<file path="src/rtl/sro_cfg.svh">
// Constants for the serial receiver output control block
`ifndef SRO_CFG_SVH
`define SRO_CFG_SVH

// Register bus geometry
`define SRO_ADDR_W        4
`define SRO_DATA_W        32

// Register offsets (byte addresses)
`define SRO_REG_STATUS    4'h0
`define SRO_REG_MASK      4'h4
`define SRO_REG_LIVE      4'h8

// Event bit positions in status and mask
`define SRO_EV_W          3
`define SRO_EV_LOCK_GAIN  0
`define SRO_EV_LOCK_LOSS  1
`define SRO_EV_SLEEP      2

// Synchronised pin bit positions
`define SRO_PIN_W         4
`define SRO_PIN_LOCK      0
`define SRO_PIN_SLEEP_N   1
`define SRO_PIN_OE        2
`define SRO_PIN_EDGE      3

// Reset values
`define SRO_PIN_RST       4'h2
`define SRO_MASK_RST      3'h0
`define SRO_STATUS_RST    3'h0

// Parallel word width
`define SRO_WORD_W        10

`endif

</file>
<file path="src/rtl/sro_pkg.sv">
// Types for the serial receiver output control block
package sro_pkg;

	// Link state of the output controller
	typedef enum logic [1:0] {
		SRO_ST_SLEEP   = 2'b00,
		SRO_ST_ACQUIRE = 2'b01,
		SRO_ST_LOCKED  = 2'b10
	} sro_state_t;

endpackage

</file>
<file path="src/rtl/sro_regs_if.sv">
// Interface between the output controller and its register file
`timescale 1ns/1ps
`include "sro_cfg.svh"

interface sro_regs_if;
	logic [`SRO_ADDR_W-1:0] addr;   // Bus address
	logic [`SRO_DATA_W-1:0] wdata;  // Bus write data
	logic                   wr;     // Write strobe
	logic                   rd;     // Read strobe
	logic [`SRO_DATA_W-1:0] rdata;  // Registered read data
	logic                   irq;    // Registered interrupt level
	logic [`SRO_EV_W-1:0]   ev;     // One-cycle event pulses
	logic [3:0]             live;   // Live state for reading

	// Controller side
	modport ctrl (output addr, output wdata, output wr, output rd, output ev, output live,
		input rdata, input irq);
	// Register file side
	modport regs (input addr, input wdata, input wr, input rd, input ev, input live,
		output rdata, output irq);
endinterface

</file>
<file path="src/rtl/sro_out_ctrl.sv">
// Output, lock indicator and sleep control of the deserializer
`timescale 1ns/1ps
`include "sro_cfg.svh"

// Functional notes
// - Data aligned to selected recovered clock edge
// - Sleep stops PLL, floats all outputs
// - Lock indicator low when locked, else high
// - Recovered clock runs at word rate
// - Enable low floats data and clock
// - Lock indicator driven whenever awake
// - Clock and data active only when locked
// - Lock high floats data and clock
module sro_out_ctrl (
	input  wire logic                    i_mclk,
	input  wire logic                    i_rst,
	input  wire logic                    i_pll_lock,
	input  wire logic [`SRO_WORD_W-1:0]  i_word,
	input  wire logic                    i_word_stb,
	input  wire logic                    i_sleep_control_n,
	input  wire logic                    i_out_enable,
	input  wire logic                    i_clk_edge_sel,
	input  wire logic [`SRO_ADDR_W-1:0]  i_addr,
	input  wire logic [`SRO_DATA_W-1:0]  i_wdata,
	input  wire logic                    i_wr,
	input  wire logic                    i_rd,
	output logic      [`SRO_DATA_W-1:0]  o_rdata,
	output logic                         o_irq,
	output logic      [`SRO_WORD_W-1:0]  o_parallel_data_out,
	output logic                         o_parallel_data_out_oe,
	output logic                         o_rclk,
	output logic                         o_rclk_oe,
	output logic                         o_lock_n,
	output logic                         o_lock_oe,
	output logic                         o_pll_run
);
	logic [`SRO_PIN_W-1:0]  pins;        // Filtered pin levels
	logic                   lock_s;      // PLL lock, synchronised
	logic                   awake_s;     // Sleep control high
	logic                   oe_s;        // Output enable pin
	logic                   edge_s;      // Edge select pin
	sro_pkg::sro_state_t    state_q;     // Link state
	sro_pkg::sro_state_t    next_state;     // Link state for the next cycle
	logic                   next_active;    // Data and clock driven next
	logic [`SRO_WORD_W-1:0] next_data;      // Parallel word for the next cycle
	logic                   next_rclk;      // Recovered clock level next
	logic                   next_lock_n;    // Lock indicator level next
	logic                   next_awake;     // PLL running and lock driven next
	logic [`SRO_EV_W-1:0]   ev;             // Event pulses to the registers
	logic [1:0]             lock_wait;      // Cycles unlocked with lock filtered
	logic [1:0]             next_lock_wait; // Next value of the lock wait count

	// Bundle towards the status, mask and live registers
	sro_regs_if regs_bus ();

	// All pins arrive from outside the clock domain
	sro_pin_sync #(
		.W       (`SRO_PIN_W),
		.RST_VAL (`SRO_PIN_RST)
	) u_sync (
		.i_mclk  (i_mclk),
		.i_rst   (i_rst),
		.i_pin   ({i_clk_edge_sel, i_out_enable, i_sleep_control_n, i_pll_lock}),
		.o_level (pins)
	);

	assign lock_s  = pins[`SRO_PIN_LOCK];
	assign awake_s = pins[`SRO_PIN_SLEEP_N];
	assign oe_s    = pins[`SRO_PIN_OE];
	assign edge_s  = pins[`SRO_PIN_EDGE];

	// True when the state drives the lock indicator low
	function automatic logic is_locked(input sro_pkg::sro_state_t st);
		// Only the locked state counts; acquire and sleep do not
		return (st == sro_pkg::SRO_ST_LOCKED);
	endfunction

	// True when the state has the PLL stopped and the pins floating
	function automatic logic is_asleep(input sro_pkg::sro_state_t st);
		// Sleep is the only state with the PLL stopped
		return (st == sro_pkg::SRO_ST_SLEEP);
	endfunction

	// True on the cycle a decoded state flag switches on
	function automatic logic entered(input logic prev, input logic curr);
		// Rising edge of the flag from this cycle to the next
		return !prev && curr;
	endfunction

	// Link state transitions
	always_comb begin
		next_state = state_q;
		case (state_q)
			sro_pkg::SRO_ST_SLEEP: begin
				// Leave sleep to re-acquire lock
				if (awake_s) begin
					next_state = sro_pkg::SRO_ST_ACQUIRE;
				end
			end
			sro_pkg::SRO_ST_ACQUIRE: begin
				// Wait for filtered lock; sleep always wins
				if (!awake_s) begin
					next_state = sro_pkg::SRO_ST_SLEEP;
				end else if (lock_s) begin
					next_state = sro_pkg::SRO_ST_LOCKED;
				end
			end
			sro_pkg::SRO_ST_LOCKED: begin
				// Stay while awake and still locked
				if (!awake_s) begin
					next_state = sro_pkg::SRO_ST_SLEEP;
				end else if (!lock_s) begin
					next_state = sro_pkg::SRO_ST_ACQUIRE;
				end
			end
			default: begin
				// Unused code falls back to acquire, lock high
				next_state = sro_pkg::SRO_ST_ACQUIRE;
			end
		endcase
	end

	// Output values follow the next state so all change together
	always_comb begin
		// PLL and lock indicator are live in every state but sleep
		next_awake  = !is_asleep(next_state);
		// Lock indicator high unless locked, power-up included
		next_lock_n = !is_locked(next_state);
		// Data and clock only while locked and enabled
		next_active = !next_lock_n && oe_s;
		next_data   = o_parallel_data_out;
		next_rclk   = 1'b0;
		if (next_active) begin
			if (i_word_stb) begin
				// Launch phase: new word, clock at the inactive level
				next_data = i_word;
				next_rclk = !edge_s;
			end else begin
				// Strobe phase: the selected edge lands on stable data
				next_rclk = edge_s;
			end
		end else begin
			next_data = '0;
		end
	end

	// Event pulses for the status register
	always_comb begin
		ev = '0;
		ev[`SRO_EV_LOCK_GAIN] = entered(is_locked(state_q), is_locked(next_state));
		ev[`SRO_EV_LOCK_LOSS] = entered(!is_locked(state_q), !is_locked(next_state));
		ev[`SRO_EV_SLEEP]     = entered(is_asleep(state_q), is_asleep(next_state));
	end

	// State and output registers
	always_ff @(posedge i_mclk) begin
		if (i_rst) begin
			// Power-up: acquire, lock high, data and clock floating
			state_q                <= sro_pkg::SRO_ST_ACQUIRE;
			o_parallel_data_out    <= '0;
			o_parallel_data_out_oe <= 1'b0;
			o_rclk                 <= 1'b0;
			o_rclk_oe              <= 1'b0;
			o_lock_n               <= 1'b1;
			o_lock_oe              <= 1'b1;
			o_pll_run              <= 1'b1;
		end else begin
			// Every output is a flip-flop fed by the next values
			state_q                <= next_state;
			o_parallel_data_out    <= next_data;
			o_parallel_data_out_oe <= next_active;
			o_rclk                 <= next_rclk;
			o_rclk_oe              <= next_active;
			o_lock_n               <= next_lock_n;
			o_lock_oe              <= next_awake;
			o_pll_run              <= next_awake;
		end
	end

	// Register file hookup
	assign regs_bus.addr  = i_addr;
	assign regs_bus.wdata = i_wdata;
	assign regs_bus.wr    = i_wr;
	assign regs_bus.rd    = i_rd;
	assign regs_bus.ev    = ev;
	assign regs_bus.live  = {edge_s, oe_s, !next_awake, !o_lock_n};

	sro_regs u_regs (
		.i_mclk (i_mclk),
		.i_rst  (i_rst),
		.bus    (regs_bus)
	);

	// Read data and interrupt come straight from register file flops
	assign o_rdata = regs_bus.rdata;
	assign o_irq   = regs_bus.irq;

	// Cycles spent unlocked while the filtered lock already stands
	always_comb begin
		if (awake_s && lock_s && o_lock_n) begin
			// Saturate so the count never wraps back to zero
			next_lock_wait = (lock_wait == 2'h3) ? 2'h3 : lock_wait + 2'h1;
		end else begin
			// Locked, asleep or no lock seen: start over
			next_lock_wait = 2'h0;
		end
	end

	// Register the lock wait count
	always_ff @(posedge i_mclk) begin
		if (i_rst) begin
			lock_wait <= 2'h0;
		end else begin
			lock_wait <= next_lock_wait;
		end
	end
endmodule

</file>
<file path="src/rtl/sro_pin_sync.sv">
// Three-stage pin synchroniser with agreement filter
`timescale 1ns/1ps

module sro_pin_sync #(
	parameter int         W       = 4,
	parameter logic [W-1:0] RST_VAL = '0
) (
	input  wire logic         i_mclk,
	input  wire logic         i_rst,
	input  wire logic [W-1:0] i_pin,
	output logic      [W-1:0] o_level
);
	logic [W-1:0] meta;        // First stage, read only by the second
	logic [W-1:0] stage2;      // Second stage
	logic [W-1:0] stage3;      // Third stage
	logic [W-1:0] next_level;  // Filtered level

	// Accept a bit only once stages two and three agree
	always_comb begin
		for (int k = 0; k < W; k++) begin
			next_level[k] = (stage2[k] == stage3[k]) ? stage3[k] : o_level[k];
		end
	end

	// Shift chain and filtered level
	always_ff @(posedge i_mclk) begin
		if (i_rst) begin
			meta    <= RST_VAL;
			stage2  <= RST_VAL;
			stage3  <= RST_VAL;
			o_level <= RST_VAL;
		end else begin
			meta    <= i_pin;
			stage2  <= meta;
			stage3  <= stage2;
			o_level <= next_level;
		end
	end
endmodule

</file>
<file path="src/rtl/sro_regs.sv">
// Status, mask and live-state registers with interrupt output
`timescale 1ns/1ps
`include "sro_cfg.svh"

module sro_regs (
	input  wire logic i_mclk,
	input  wire logic i_rst,
	sro_regs_if.regs  bus
);
	logic [`SRO_EV_W-1:0]   status;       // Sticky event bits
	logic [`SRO_EV_W-1:0]   mask;         // Interrupt enables
	logic [`SRO_EV_W-1:0]   clr;          // Write-one-to-clear bits
	logic [`SRO_EV_W-1:0]   next_status;
	logic [`SRO_EV_W-1:0]   next_mask;
	logic                   next_irq;
	logic [`SRO_DATA_W-1:0] next_rdata;
	logic [`SRO_DATA_W-1:0] rdata_q;      // Read data register
	logic                   irq_q;        // Interrupt register

	// Next register values; a new event beats a clear in the same cycle
	always_comb begin
		clr         = (bus.wr && bus.addr == `SRO_REG_STATUS) ? bus.wdata[`SRO_EV_W-1:0] : '0;
		next_status = (status & ~clr) | bus.ev;
		next_mask   = (bus.wr && bus.addr == `SRO_REG_MASK) ? bus.wdata[`SRO_EV_W-1:0] : mask;
		next_irq    = |(next_status & next_mask);
		next_rdata  = '0;
		if (bus.rd) begin
			case (bus.addr)
				`SRO_REG_STATUS: next_rdata = {29'h0, status};
				`SRO_REG_MASK:   next_rdata = {29'h0, mask};
				`SRO_REG_LIVE:   next_rdata = {28'h0, bus.live};
				default:         next_rdata = '0;  // Unmapped reads zero
			endcase
		end
	end

	// Register stage
	always_ff @(posedge i_mclk) begin
		if (i_rst) begin
			status  <= `SRO_STATUS_RST;
			mask    <= `SRO_MASK_RST;
			irq_q   <= 1'b0;
			rdata_q <= '0;
		end else begin
			status  <= next_status;
			mask    <= next_mask;
			irq_q   <= next_irq;
			rdata_q <= next_rdata;
		end
	end

	assign bus.rdata = rdata_q;
	assign bus.irq   = irq_q;
endmodule

</file>
<file path="config.mk">
export PLATFORM = sky130hd
export DESIGN_NAME = sro_out_ctrl
export DESIGN_NICKNAME = d
export VERILOG_FILES = /design/src/rtl/sro_pkg.sv /design/src/rtl/sro_regs_if.sv /design/src/rtl/sro_out_ctrl.sv /design/src/rtl/sro_pin_sync.sv /design/src/rtl/sro_regs.sv
export VERILOG_INCLUDE_DIRS = /design/src /design/src/rtl
export SDC_FILE = /design/constraint.sdc
export NUM_CORES = 1
export LEC_CHECK = 0
export BUFFER_PORTS_ARGS = -buffer_cell sky130_fd_sc_hd__buf_2
export CORE_MARGIN = 4
export CORE_UTILIZATION = 45
export DETAILED_ROUTE_END_ITERATION = 6
export HOLD_SLACK_MARGIN = 0.08
export PLACE_DENSITY = 0.85
export SLEW_MARGIN = 20
export SYNTH_ARGS = -nofsm -noshare
export SYNTH_HDL_FRONTEND = slang
export SYNTH_HIERARCHICAL = 1
export SYNTH_SLANG_ARGS = --single-unit
</file>
<file path="constraint.sdc">
create_clock -name i_mclk -period 2.45 [get_ports i_mclk]
set_clock_uncertainty 0.1 [all_clocks]
set_input_delay 0.49 -clock i_mclk [delete_from_list [all_inputs] [get_ports i_mclk]]
set_output_delay 0.49 -clock i_mclk [all_outputs]
set_load 0.01 [all_outputs]
</file>
Word level (Yosys, flattened, before mapping)
Index checks and enable logic that the tools add are counted.
{"block": "op_classes", "n_reduce_logical": 18, "bitwise": 6, "n_mux": 10, "n_eq_ne": 9}
{"operator": "$pmux W4 S3", "count": 1}
{"operator": "$mux W2", "count": 5}
{"operator": "$and A3 B3 Y3", "count": 2}
{"operator": "$logic_and A1 B1 Y1", "count": 6}
{"operator": "$logic_not A1 Y1", "count": 6}
{"operator": "$mux W3", "count": 2}
{"operator": "$pmux W2 S3", "count": 1}
{"operator": "$eq A1 B1 Y1", "count": 4}
{"operator": "$eq A2 B2 Y1 const B", "count": 2}
{"operator": "$eq A4 B3 Y1 const B", "count": 1}
{"operator": "$eq A4 B4 Y1 const B", "count": 1}
{"operator": "$logic_not A2 Y1", "count": 2}
{"operator": "$logic_not A4 Y1", "count": 1}
{"operator": "$reduce_or A2 Y1", "count": 2}
{"operator": "$not A3 Y3", "count": 1}
{"operator": "$or A3 B3 Y3", "count": 1}
{"operator": "$reduce_or A3 Y1", "count": 1}
{"operator": "$eq A2 B1 Y1 const B", "count": 1}
{"operator": "$not A1 Y1", "count": 2}
{"operator": "$mux W1", "count": 1}
{"block": "totals", "out_inout_bits": 49, "inputBits": 55, "register_bits": 71, "elab_cells": 60}

Logic depth before layout (Yosys ltp)
Gate-level depths: netlist of the first run.
{"block": "depth", "ltp_word": 9, "depth_mapped": 6, "depth_no_buf": 5}

By module
Netlist of the first run, hierarchy kept.
{"module": "sro_regs", "instances": 1, "cells_per_inst": 81, "area_each_um2": 686.9}
{"module": "sro_out_ctrl", "instances": 1, "cells_per_inst": 58, "area_each_um2": 661.9}
{"module": "sro_pin_sync", "instances": 1, "cells_per_inst": 41, "area_each_um2": 471.7}

Worst setup path before layout of the first run
Ideal clock, no wire load.
{"block": "synth_timing", "path_kind": "input port to flip-flop", "start": "in i_addr[1]", "end": "reg u_regs.irq_q, in the netlist u_regs/bus.irq", "n_path_buf": 0, "cell_stages": 4, "required_time_ps": 2228, "setup_time_ps": 122, "arrival_ps": 1548, "path_slack_ps": 681, "path_cell_list": "or4b_4 -> o21ai_2 -> a21oi_1 -> a221o_1"}
{"block": "synth_between", "elab_chain_cells": 8, "elab_cells_between_ends": 11, "classes_between": "1 x eq/ne; 2 x mux; 4 x bitwise; 4 x reduce/logical"}
{"element": "from (decl)", "line": "sro_out_ctrl.sv:23", "text": "input wire logic [`SRO_ADDR_W-1:0] i_addr,"}
{"element": "$logic_not A4 Y1"}
{"element": "$logic_and A1 B1 Y1 (no source line)"}
{"element": "$mux W3", "line": "sro_regs.sv:22", "text": "clr = (bus.wr && bus.addr == `SRO_REG_STATUS) ? bus.wdata[`SRO_EV_W-1:0] : '0;"}
{"element": "$not A3 Y3", "line": "sro_regs.sv:23", "text": "next_status = (status & ~clr) | bus.ev;"}
{"element": "$and A3 B3 Y3", "line": "sro_regs.sv:23"}
{"element": "$or A3 B3 Y3", "line": "sro_regs.sv:23"}
{"element": "$and A3 B3 Y3 (*)", "line": "sro_regs.sv:25", "text": "next_irq = |(next_status & next_mask);"}
{"element": "$reduce_or A3 Y1 (*)", "line": "sro_regs.sv:25"}
{"element": "to (signal assigned)", "line": "sro_regs.sv:47", "text": "irq_q <= next_irq;"}
{"element": "to (decl)", "line": "sro_regs.sv:18", "text": "logic irq_q;"}
Mark *: on every way between the ends. The rest lies on a longest branch, timed or not.
A chain may end at the register's enable or synchronous reset.

Worst setup path in the final report of the first run
{"block": "layout_timing", "start": "reg state_q[1]", "end": "reg u_regs.irq_q, in the netlist u_regs/bus.irq"}
{"block": "layout_between", "elab_cells_between_ends": 20, "classes_between": "3 x eq/ne; 6 x mux; 2 x bitwise; 9 x reduce/logical"}
{"element": "from (decl)", "line": "sro_out_ctrl.sv:42", "text": "sro_pkg::sro_state_t state_q;"}
{"element": "from (signal assigned)", "line": "sro_out_ctrl.sv:159", "text": "state_q <= sro_pkg::SRO_ST_ACQUIRE;"}
{"element": "from (signal assigned)", "line": "sro_out_ctrl.sv:169", "text": "state_q <= next_state;"}
{"element": "$mux W2 (on tied branches)", "line": "sro_out_ctrl.sv:112, sro_out_ctrl.sv:104"}
{"element": "$mux W2 (on tied branches)", "line": "sro_out_ctrl.sv:110, sro_out_ctrl.sv:102"}
{"element": "$pmux W2 S3", "line": "sro_out_ctrl.sv:93", "text": "case (state_q)"}
{"element": "$logic_not A2 Y1", "line": "sro_out_ctrl.sv:81", "text": "return (st == sro_pkg::SRO_ST_SLEEP);"}
{"element": "$logic_and A1 B1 Y1 (*)", "line": "sro_out_ctrl.sv:87", "text": "return !prev && curr;"}
{"element": "net ev[2]", "line": "sro_out_ctrl.sv:49", "text": "logic [`SRO_EV_W-1:0] ev;"}
{"element": "$or A3 B3 Y3 (*)", "line": "sro_regs.sv:23"}
{"element": "$and A3 B3 Y3 (*)", "line": "sro_regs.sv:25"}
{"element": "$reduce_or A3 Y1 (*)", "line": "sro_regs.sv:25"}
Mark *: on every way through the listed nets, which the timed path passes. The rest lies on a longest branch.

==> results of run 1 <==
[stage by stage]
stage               worst slack, ns  power [mW]
global placement              0.469       0.809
global route                  0.460        1.33
detailed placement            0.473       0.812
finish                        0.602        1.27
floorplan                     0.681       0.814
CTS                           0.591        1.29
[sequential cells by signal, indices dropped and copies added (netlist names)]
name,flops
u_regs/bus.rdata,4
o_rclk_oe,1
o_rclk,1
u_regs/status,3
o_pll_run,1
u_regs/bus.irq,1
u_sync/meta,4
o_parallel_data_out,10
o_lock_n,1
state_q,2
u_sync/o_level,4
u_sync/stage3,4
u_regs/mask,3
u_sync/stage2,4
[final cells by class]
class / count / area [um2] / share of cell area [%]
Sequential cell: 43 / 861 / 41.8
Clock buffer: 8 / 100 / 4.86
Inverter: 3 / 11.3 / 0.547
Timing Repair Buffer: 47 / 238 / 11.6
Multi-Input combinational cell: 126 / 788 / 38.3
Tap cell: 48 / 60.1 / 2.92
[worst register-to-register path, stage by stage, from the launching register on]
cell      delay (ns)
dfxtp_1         0.38
xnor2_2         0.73
nor2_1          0.08
inv_1           0.11
a221oi_1        0.08
a221o_1         0.27
[cells by family after synthesis]
kind of cell           count (synthesis)  share of synthesized area (%)
AO/OA/AOI/OAI                         27                           8.80
XOR/XNOR                               2                           1.37
multiplexers                          13                           7.15
flip-flops                            43                           47.3
other                                  1                          0.206
buffers and inverters                 38                           15.0
AND/OR/NAND/NOR                       56                           20.2
[path summary, 6_finish.rpt]
kind	startpoint	end	slack (ns)	cells past startpoint
worst max-delay path	state_q[1]	u_regs/bus.irq	0.60	5
worst min-delay path	i_sleep_control_n	u_sync/meta[1]	0.28	2
worst max register to register	state_q[1]	u_regs/bus.irq	0.60	5
worst min register to register	u_sync/meta[1]	u_sync/stage2[1]	0.31	1
[metal layers]
metal | part of all wire [%] | vias to the layer above
met5 | 0 | -
met4 | 1.5 | 0
met2 | 48 | 47
met3 | 10 | 7
li1 | - | 643
met1 | 40 | 553
[placed cells by master, fill, tap and decap left out, drive strengths merged]
cell type and count:
o21ai 8, clkbuf 8, and2b 6, or3 1, inv 3, a21bo 1
a21o 2, or2 3, a221o 1, buf 47, and3b 1, nor3 12
conb 28, xnor2 2, a21oi 13, nand2 5, nor2 10, a221oi 1
or4b 2, nand4b 1, nand3 5, nor4b 1, mux2i 13, nand2b 2
o21bai 1, dfxtp 43, nor2b 6, nor3b 1
[synth_stat cells (2+ instances only)]
cell	n
o21ai_0	4
and2b_1	6
or2_1	3
a21o_1	2
o21ai_1	3
nor3_2	6
a21oi_1	13
dfxtp_1	43
nand3_1	5
nor2b_1	6
buf_6	2
buf_4	30
buf_2	2
nand2b_1	2
nor2_1	10
nor3_1	5
mux2i_1	13
nand2_1	5
inv_1	3
[where the power goes]
part,switching (mW),internal (mW)
sequential,0.00360,0.708
clock,0.215,0.257
combinational,0.0520,0.0329
total,0.271,0.997
==> impl_results.rst, run 1 <==
.. list-table::
   :header-rows: 1

   * - Metric
     - Value
   * - DP Cell Count
     - about 270
   * - Residual antenna-violating net count after detailed routing
     - 0
   * - Power per cell area
     - roughly 620 mW/mm2
   * - Reg clk slew, reported paths
     - 0.07 ns
   * - Number of antenna violations at the first check in global routing
     - 0
   * - Maximum single-stage delay on the critical path
     - between 0.7 and 0.8 ns
   * - Largest net degree at the start of global routing
     - 20
   * - Final cell area excluding filler cells
     - 0.00206 mm2
   * - Largest driver fanout on the critical path
     - 15
   * - Final Net Count
     - between 200 and 300
   * - Number of instances in the synthesized netlist
     - 180
   * - Final hold violations
     - 0
   * - Via-to-Cell Ratio
     - 4.55
   * - RSZ-0062 raised after global routing
     - no
   * - Dominant delay contributor by cell family on the critical path
     - XOR/XNOR gates
   * - TritonCTS clock tree
     - built
   * - Cell with the largest stage delay on the worst path
     - xnor2_2
   * - Average size of a mapped cell
     - between 10 and 15 um2
   * - Post-layout util
     - a little over half
   * - Remaining routing DRC violations
     - 0
   * - Post-CTS sizing
     - 0
   * - Antenna fix cells
     - 0
   * - Source-to-sink clock delay at the later pin of the worst-skew pair
     - between 0.2 and 0.3 ns
   * - Area growth from synthesis to final layout
     - 13.1%
   * - Max-Cap Viols
     - 0
   * - Max rail drop VDD
     - approximately 0.00034 V
   * - Share of cells above drive strength 1
     - between 20% and 30%
   * - Fmax
     - 0.541 GHz
   * - Worst slack on hold paths
     - 0.280 ns
   * - Die ar.
     - 0.00513 mm2
   * - Total of endpoints with negative setup slack in the final report
     - 0
   * - Number of top-level pins
     - roughly 100
   * - Relative slew slack
     - about two fifths
   * - Mapped Area
     - about 0.0018 mm2
   * - Number of clock sinks
     - 43
   * - Post-detail-place hpwl
     - between 2 and 2.5 mm
   * - Lkg Pwr
     - ~0.96 nW
   * - 1st-iter DRT viols
     - 58
   * - Yosys reg bits
     - between 40 and 50
   * - Primary FF master, synth
     - dfxtp_1
   * - Final critical-path required period
     - ~1.8 ns
   * - Drt wl/cell
     - between 10 and 15 um
   * - Share of synthesized registers carrying an async set or reset
     - 0%
   * - Overall fraction of global-route tracks in use
     - between 10% and 20%
   * - First-pass GRT wire length
     - about 4.9 mm
   * - Gr ovfl total
     - 0
   * - Clk buf depth
     - 2
   * - Routed vias
     - around 1300
   * - Crit start category
     - flop
   * - Data arrival time of the critical path
     - 1.92 ns
   * - Number of synthesized flops with an enable pin
     - 0
   * - Horizontal die dimension
     - slightly above 70 um
   * - Synth area leader
     - dfxtp_1
   * - Total placed instance area
     - 0.00196 mm2
   * - Share of the synthesized area in the top cell type
     - 47.3%
   * - TritonCTS Buffers
     - 5
   * - Number of filler instances in the final layout
     - between 300 and 400
   * - Number of H-tree levels
     - 2
   * - Category of the worst setup path capture point
     - flop
   * - Total Negative Setup Slacks
     - 0 ns
   * - Series of cell instances along the critical path
     - xnor2_2 > nor2_1 > inv_1 > a221oi_1 > a221o_1
   * - Fin crit share
     - between 70 and 80%
   * - Count of non-filler cells in the finished layout
     - 275
   * - FP Rows
     - 22
   * - Worst Max-Slew Pin Slew
     - 0.875 ns
   * - Count of hold-fix buffers inserted at cts
     - 0
   * - Crit Path Category
     - flop to flop
   * - Status
     - completed
   * - Dominant cells by area after synthesis
     - dfxtp_1 (47%), buf_4 (12%), mux2i_1 (7.1%), a21oi_1 (3.6%), nor3_2 (3.3%)
   * - Sequential element share of the synthesized area
     - between 40% and 50%
   * - Global-route layer with the greatest usage
     - met2
   * - Detailed Routing Iterations Pass 1
     - 4
   * - Starting density of the core
     - roughly 48%
   * - Met1 track utilization from global routing
     - around 14%
   * - Setup Buffers After CTS
     - 0
   * - Met2 capacity usage during global routing
     - between 10% and 20%
   * - Synth Warn #
     - 6
   * - Die extent in y
     - 71.6 um
   * - Total Wirelength
     - between 3 and 4 mm
   * - Clk root buf
     - clkbuf_8
   * - Class of the most critical hold timing path
     - input pin to flop
   * - Port Buffers
     - 46
   * - Met3 Usage GRT
     - roughly 5.5%
   * - Routability Congestion
     - 0.860
   * - Number of slew-limit violations in the final report
     - 0
   * - Number of buffer and inverter stages on the critical path
     - 1
   * - Vias in the first global route
     - between 1000 and 1500
   * - Floorplan core area
     - about 0.0038 mm2
   * - Count of different cell masters after synthesis
     - 36
   * - WP data required
     - ~2.5 ns
Power figures use the tool's default switching activity.
==> inputs of run 2 (changes only) <==
- ABC_AREA: unset -> 1
- CORE_UTILIZATION: 45 -> 39
- PLACE_DENSITY: 0.85 -> 0.78
- clock period: 2.45 -> 1.54 ns (I/O delays scaled with it)
==> run 2 against run 1 <==
Compared with the run above: area after synthesis increased by 2.5%; maximum frequency up 53%; sequential power grew 59%; worst setup slack worse by 0.27 ns; register-to-register slack worse by 0.27 ns; die area rose by 16%; design area is 4.0% higher; core utilization shrank 7.1 points; clock power is 87% higher; sequential share of layout area fell by 1.6 points; wire length rose by 3.0%; global-route usage fell by 0.94 points; highest routed layer unchanged.
==> impl_results.rst, run 2 <==
.. list-table::
   :header-rows: 1

   * - Metric
     - Value
   * - Synth area leader
     - dfxtp_1
   * - Port Buffers
     - 46 (unchanged)
   * - Antenna fix cells
     - 0 (unchanged)
   * - 1st-iter DRT viols
     - 43 (-26%)
   * - Maximum single-stage delay on the critical path
     - 0.39 ns (-0.34 ns)
   * - Primary FF master, synth
     - dfxtp_1
   * - Share of the synthesized area in the top cell type
     - 46.1% (-1.2 points)
   * - Gr ovfl total
     - 0 (unchanged)
   * - Overall power consumption
     - 2.16 mW (+70%)
   * - Die extent in y
     - 77.2 um (+7.8%)
   * - Count of hold-fix buffers inserted at cts
     - 0 (unchanged)
   * - HP Start
     - i_sleep_control_n
   * - Horizontal die dimension
     - 77.2 um (+7.8%)
   * - Count of different cell masters after synthesis
     - 23 (-36%)
   * - TritonCTS clock tree
     - built
   * - Clk root buf
     - clkbuf_8
   * - Leading cell type by number of instances after synthesis
     - dfxtp_1
   * - Average size of a mapped cell
     - 8.19 um2 (-19%)
   * - Drt wl/cell
     - 9.58 um (-14%)
   * - Fin crit share
     - 78.2% (+2.8 points)
   * - Number of top-level pins
     - 104 (unchanged)
   * - Number of antenna violations at the first check in global routing
     - 0 (unchanged)
   * - RSZ-0062 raised after global routing
     - no
   * - Reg clk slew, reported paths
     - 0.08 ns (about the same)
   * - Dominant cells by area after synthesis
     - dfxtp_1 (46%), buf_4 (12%), nand2_1 (7.6%), inv_1 (6.8%), mux2i_1 (5.4%)
   * - Count of non-filler cells in the finished layout
     - 330 (+20%)
   * - DP Cell Count
     - 322 (+21%)
   * - Status
     - completed
   * - Total Negative Setup Slacks
     - 0 ns (unchanged)
   * - Final hold violations
     - 0 (unchanged)
   * - Overall fraction of global-route tracks in use
     - 11.1% (-0.94 points)
   * - Vias in the first global route
     - 1272 (+9.5%)
   * - Floorplan core area
     - 0.00450 mm2 (+19%)
   * - Top reg by flops
     - o_parallel_data_out
   * - Final critical-path required period
     - 1.20 ns (-0.644 ns)
   * - Startpoint of the worst-slack reg-to-reg timing path
     - state_q[1]
   * - Max-Cap Viols
     - 0 (unchanged)
   * - Routability Congestion
     - 0.824 (-4.2%)
   * - Number of buffer and inverter stages on the critical path
     - 1 (unchanged)
   * - Fmax
     - 0.831 GHz (+53%)
   * - Series of cell instances along the critical path
     - nor2_2 > nor3_2 > nor2_1 > inv_1 > nand2_1 > nand2_1 > nand3_1
   * - Post-detail-place hpwl
     - 2.51 mm (+6.0%)
   * - Mapped Area
     - 0.00187 mm2 (+2.5%)
   * - Starting density of the core
     - 41.4% (-6.8 points)
   * - Lkg Pwr
     - 1.15 nW (+21%)
   * - Routed vias
     - 1377 (+10%)
   * - Power per cell area
     - 1010 mW/mm2 (+64%)
   * - Area growth from synthesis to final layout
     - 14.7%
   * - Number of synthesized flops with an enable pin
     - 0 (unchanged)
   * - Cell with the largest stage delay on the worst path
     - dfxtp_1
   * - WP data required
     - 1.62 ns (-0.90 ns)
   * - Most common cell after layout, fill and taps aside
     - buf_2
   * - Number of instances in the synthesized netlist
     - 228 (+27%)
   * - Remaining routing DRC violations
     - 0 (unchanged)
   * - Via-to-Cell Ratio
     - 4.17 (-8.2%)
   * - Total Wirelength
     - 3.16 mm (+3.0%)
   * - Data arrival time of the critical path
     - 1.28 ns (-0.64 ns)
   * - Category of the worst setup path capture point
     - flop
   * - Synth Warn #
     - 6 (unchanged)
   * - Largest driver fanout on the critical path
     - 4 (-11)
   * - Clk buf depth
     - 2 (unchanged)
   * - TritonCTS Buffers
     - 5 (unchanged)
   * - Area of the multi-input gates
     - 717 um2 (-9.0%)
   * - First-pass GRT wire length
     - 5.28 mm (+7.0%)
   * - Setup WS post-layout
     - 0.336 ns (-0.266 ns)
   * - Detailed Routing Iterations Pass 1
     - 4 (unchanged)
   * - Number of slew-limit violations in the final report
     - 0 (unchanged)
   * - Crit Path Category
     - flop to flop
   * - Dominant delay contributor by cell family on the critical path
     - simple AND/OR/NAND/NOR gates
   * - Residual antenna-violating net count after detailed routing
     - 0 (unchanged)
   * - Sequential element share of the synthesized area
     - 46.1% (-1.2 points)
   * - Setup Slack @ Placement
     - 0.198 ns (-0.275 ns)
   * - Post-layout util
     - 47.5% (-7.1 points)
   * - Final Net Count
     - 332 (+18%)
   * - Crit start category
     - flop
   * - Max rail drop VDD
     - 0.000620 V (+84%)
   * - Post-CTS sizing
     - 0 (unchanged)
   * - Number of H-tree levels
     - 2 (unchanged)
   * - Library cell appearing most often on the critical path
     - nand2_1
   * - Setup Buffers After CTS
     - 0 (unchanged)
   * - Die ar.
     - 0.00596 mm2 (+16%)
   * - Cell types with the highest counts after synthesis
     - dfxtp_1 (43), nand2_1 (38), inv_1 (34)
   * - Max reg flops
     - 10 (unchanged)
   * - Share of synthesized registers carrying an async set or reset
     - 0% (unchanged)
   * - Most frequent cells in the layout
     - buf_2 (46), dfxtp_1 (43), nand2_1 (38)
   * - Largest net degree at the start of global routing
     - 15 (-25%)
   * - Class of the most critical hold timing path
     - input pin to flop
   * - Share of cells above drive strength 1
     - 27.3% (-2.2 points)
   * - FP Rows
     - 24 (+9.1%)
   * - Start point of the critical path
     - state_q[1]
   * - Source-to-sink clock delay at the later pin of the worst-skew pair
     - 0.29 ns (about the same)
   * - Total of endpoints with negative setup slack in the final report
     - 0 (unchanged)
   * - Sequential cell area
     - 861 um2 (unchanged)
   * - Number of filler instances in the final layout
     - 455 (+33%)
   * - Yosys reg bits
     - 43 (unchanged)
   * - Number of clock sinks
     - 43 (unchanged)
run 2: worst paths after layout:
check	to	slack (ns)	cells past startpoint
hold reg to reg	u_sync/stage2[2]	0.31	2
hold / removal	u_sync/meta[1]	0.09	2
setup / recovery	u_regs/bus.irq	0.34	7
setup reg to reg	u_regs/bus.irq	0.34	7
run 2: power by group:
part	internal, mW	switching (mW)
Sequential	1.13	0.00652
Combinational	0.0495	0.0921
Clock	0.524	0.360
run 2: cells by family after synthesis:
kind of cell	after synthesis	synth area share, %
other	1	0.201
XOR/XNOR	1	0.469
multiplexers	10	5.36
flip-flops	43	46.1
buffers and inverters	69	20.9
AND/OR/NAND/NOR	92	23.7
AO/OA/AOI/OAI	12	3.22
run 2: cell type report:
type	instances	share of cell area [%]
clock buffers	6	3.86
clock inverters	2	1.64
inverters	36	6.31
multi-input cells	143	33.5
flip-flops and latches	43	40.2
well taps	52	3.04
repair buffers	48	11.5
run 2: metal layers:
metal  up-vias  wire length, um  global-route usage, %
met5         -                0                      0
li1        730                -                      -
met3         7              231                   3.51
met2        42             1580                   18.7
met1       598             1290                   12.1
met4         0               60                   6.76
run 2: metrics by stage:
step | hold WS, ns | instance area [um2]
5_1_grt | 0.0964 | 2140
3_3_place_gp | 0.287 | 2020
3_5_place_dp | 0.298 | 2020
4_1_cts | 0.0827 | 2140
6_report | 0.0910 | 2140
2_1_floorplan | 0.277 | 1970
run 2: worst register-to-register path: cells and delay by family (launching register included):
kind / cells / cell delay (ns)
AND/OR/NAND/NOR: 6 / 0.53
flip-flops: 1 / 0.39
buffers and inverters: 1 / 0.07
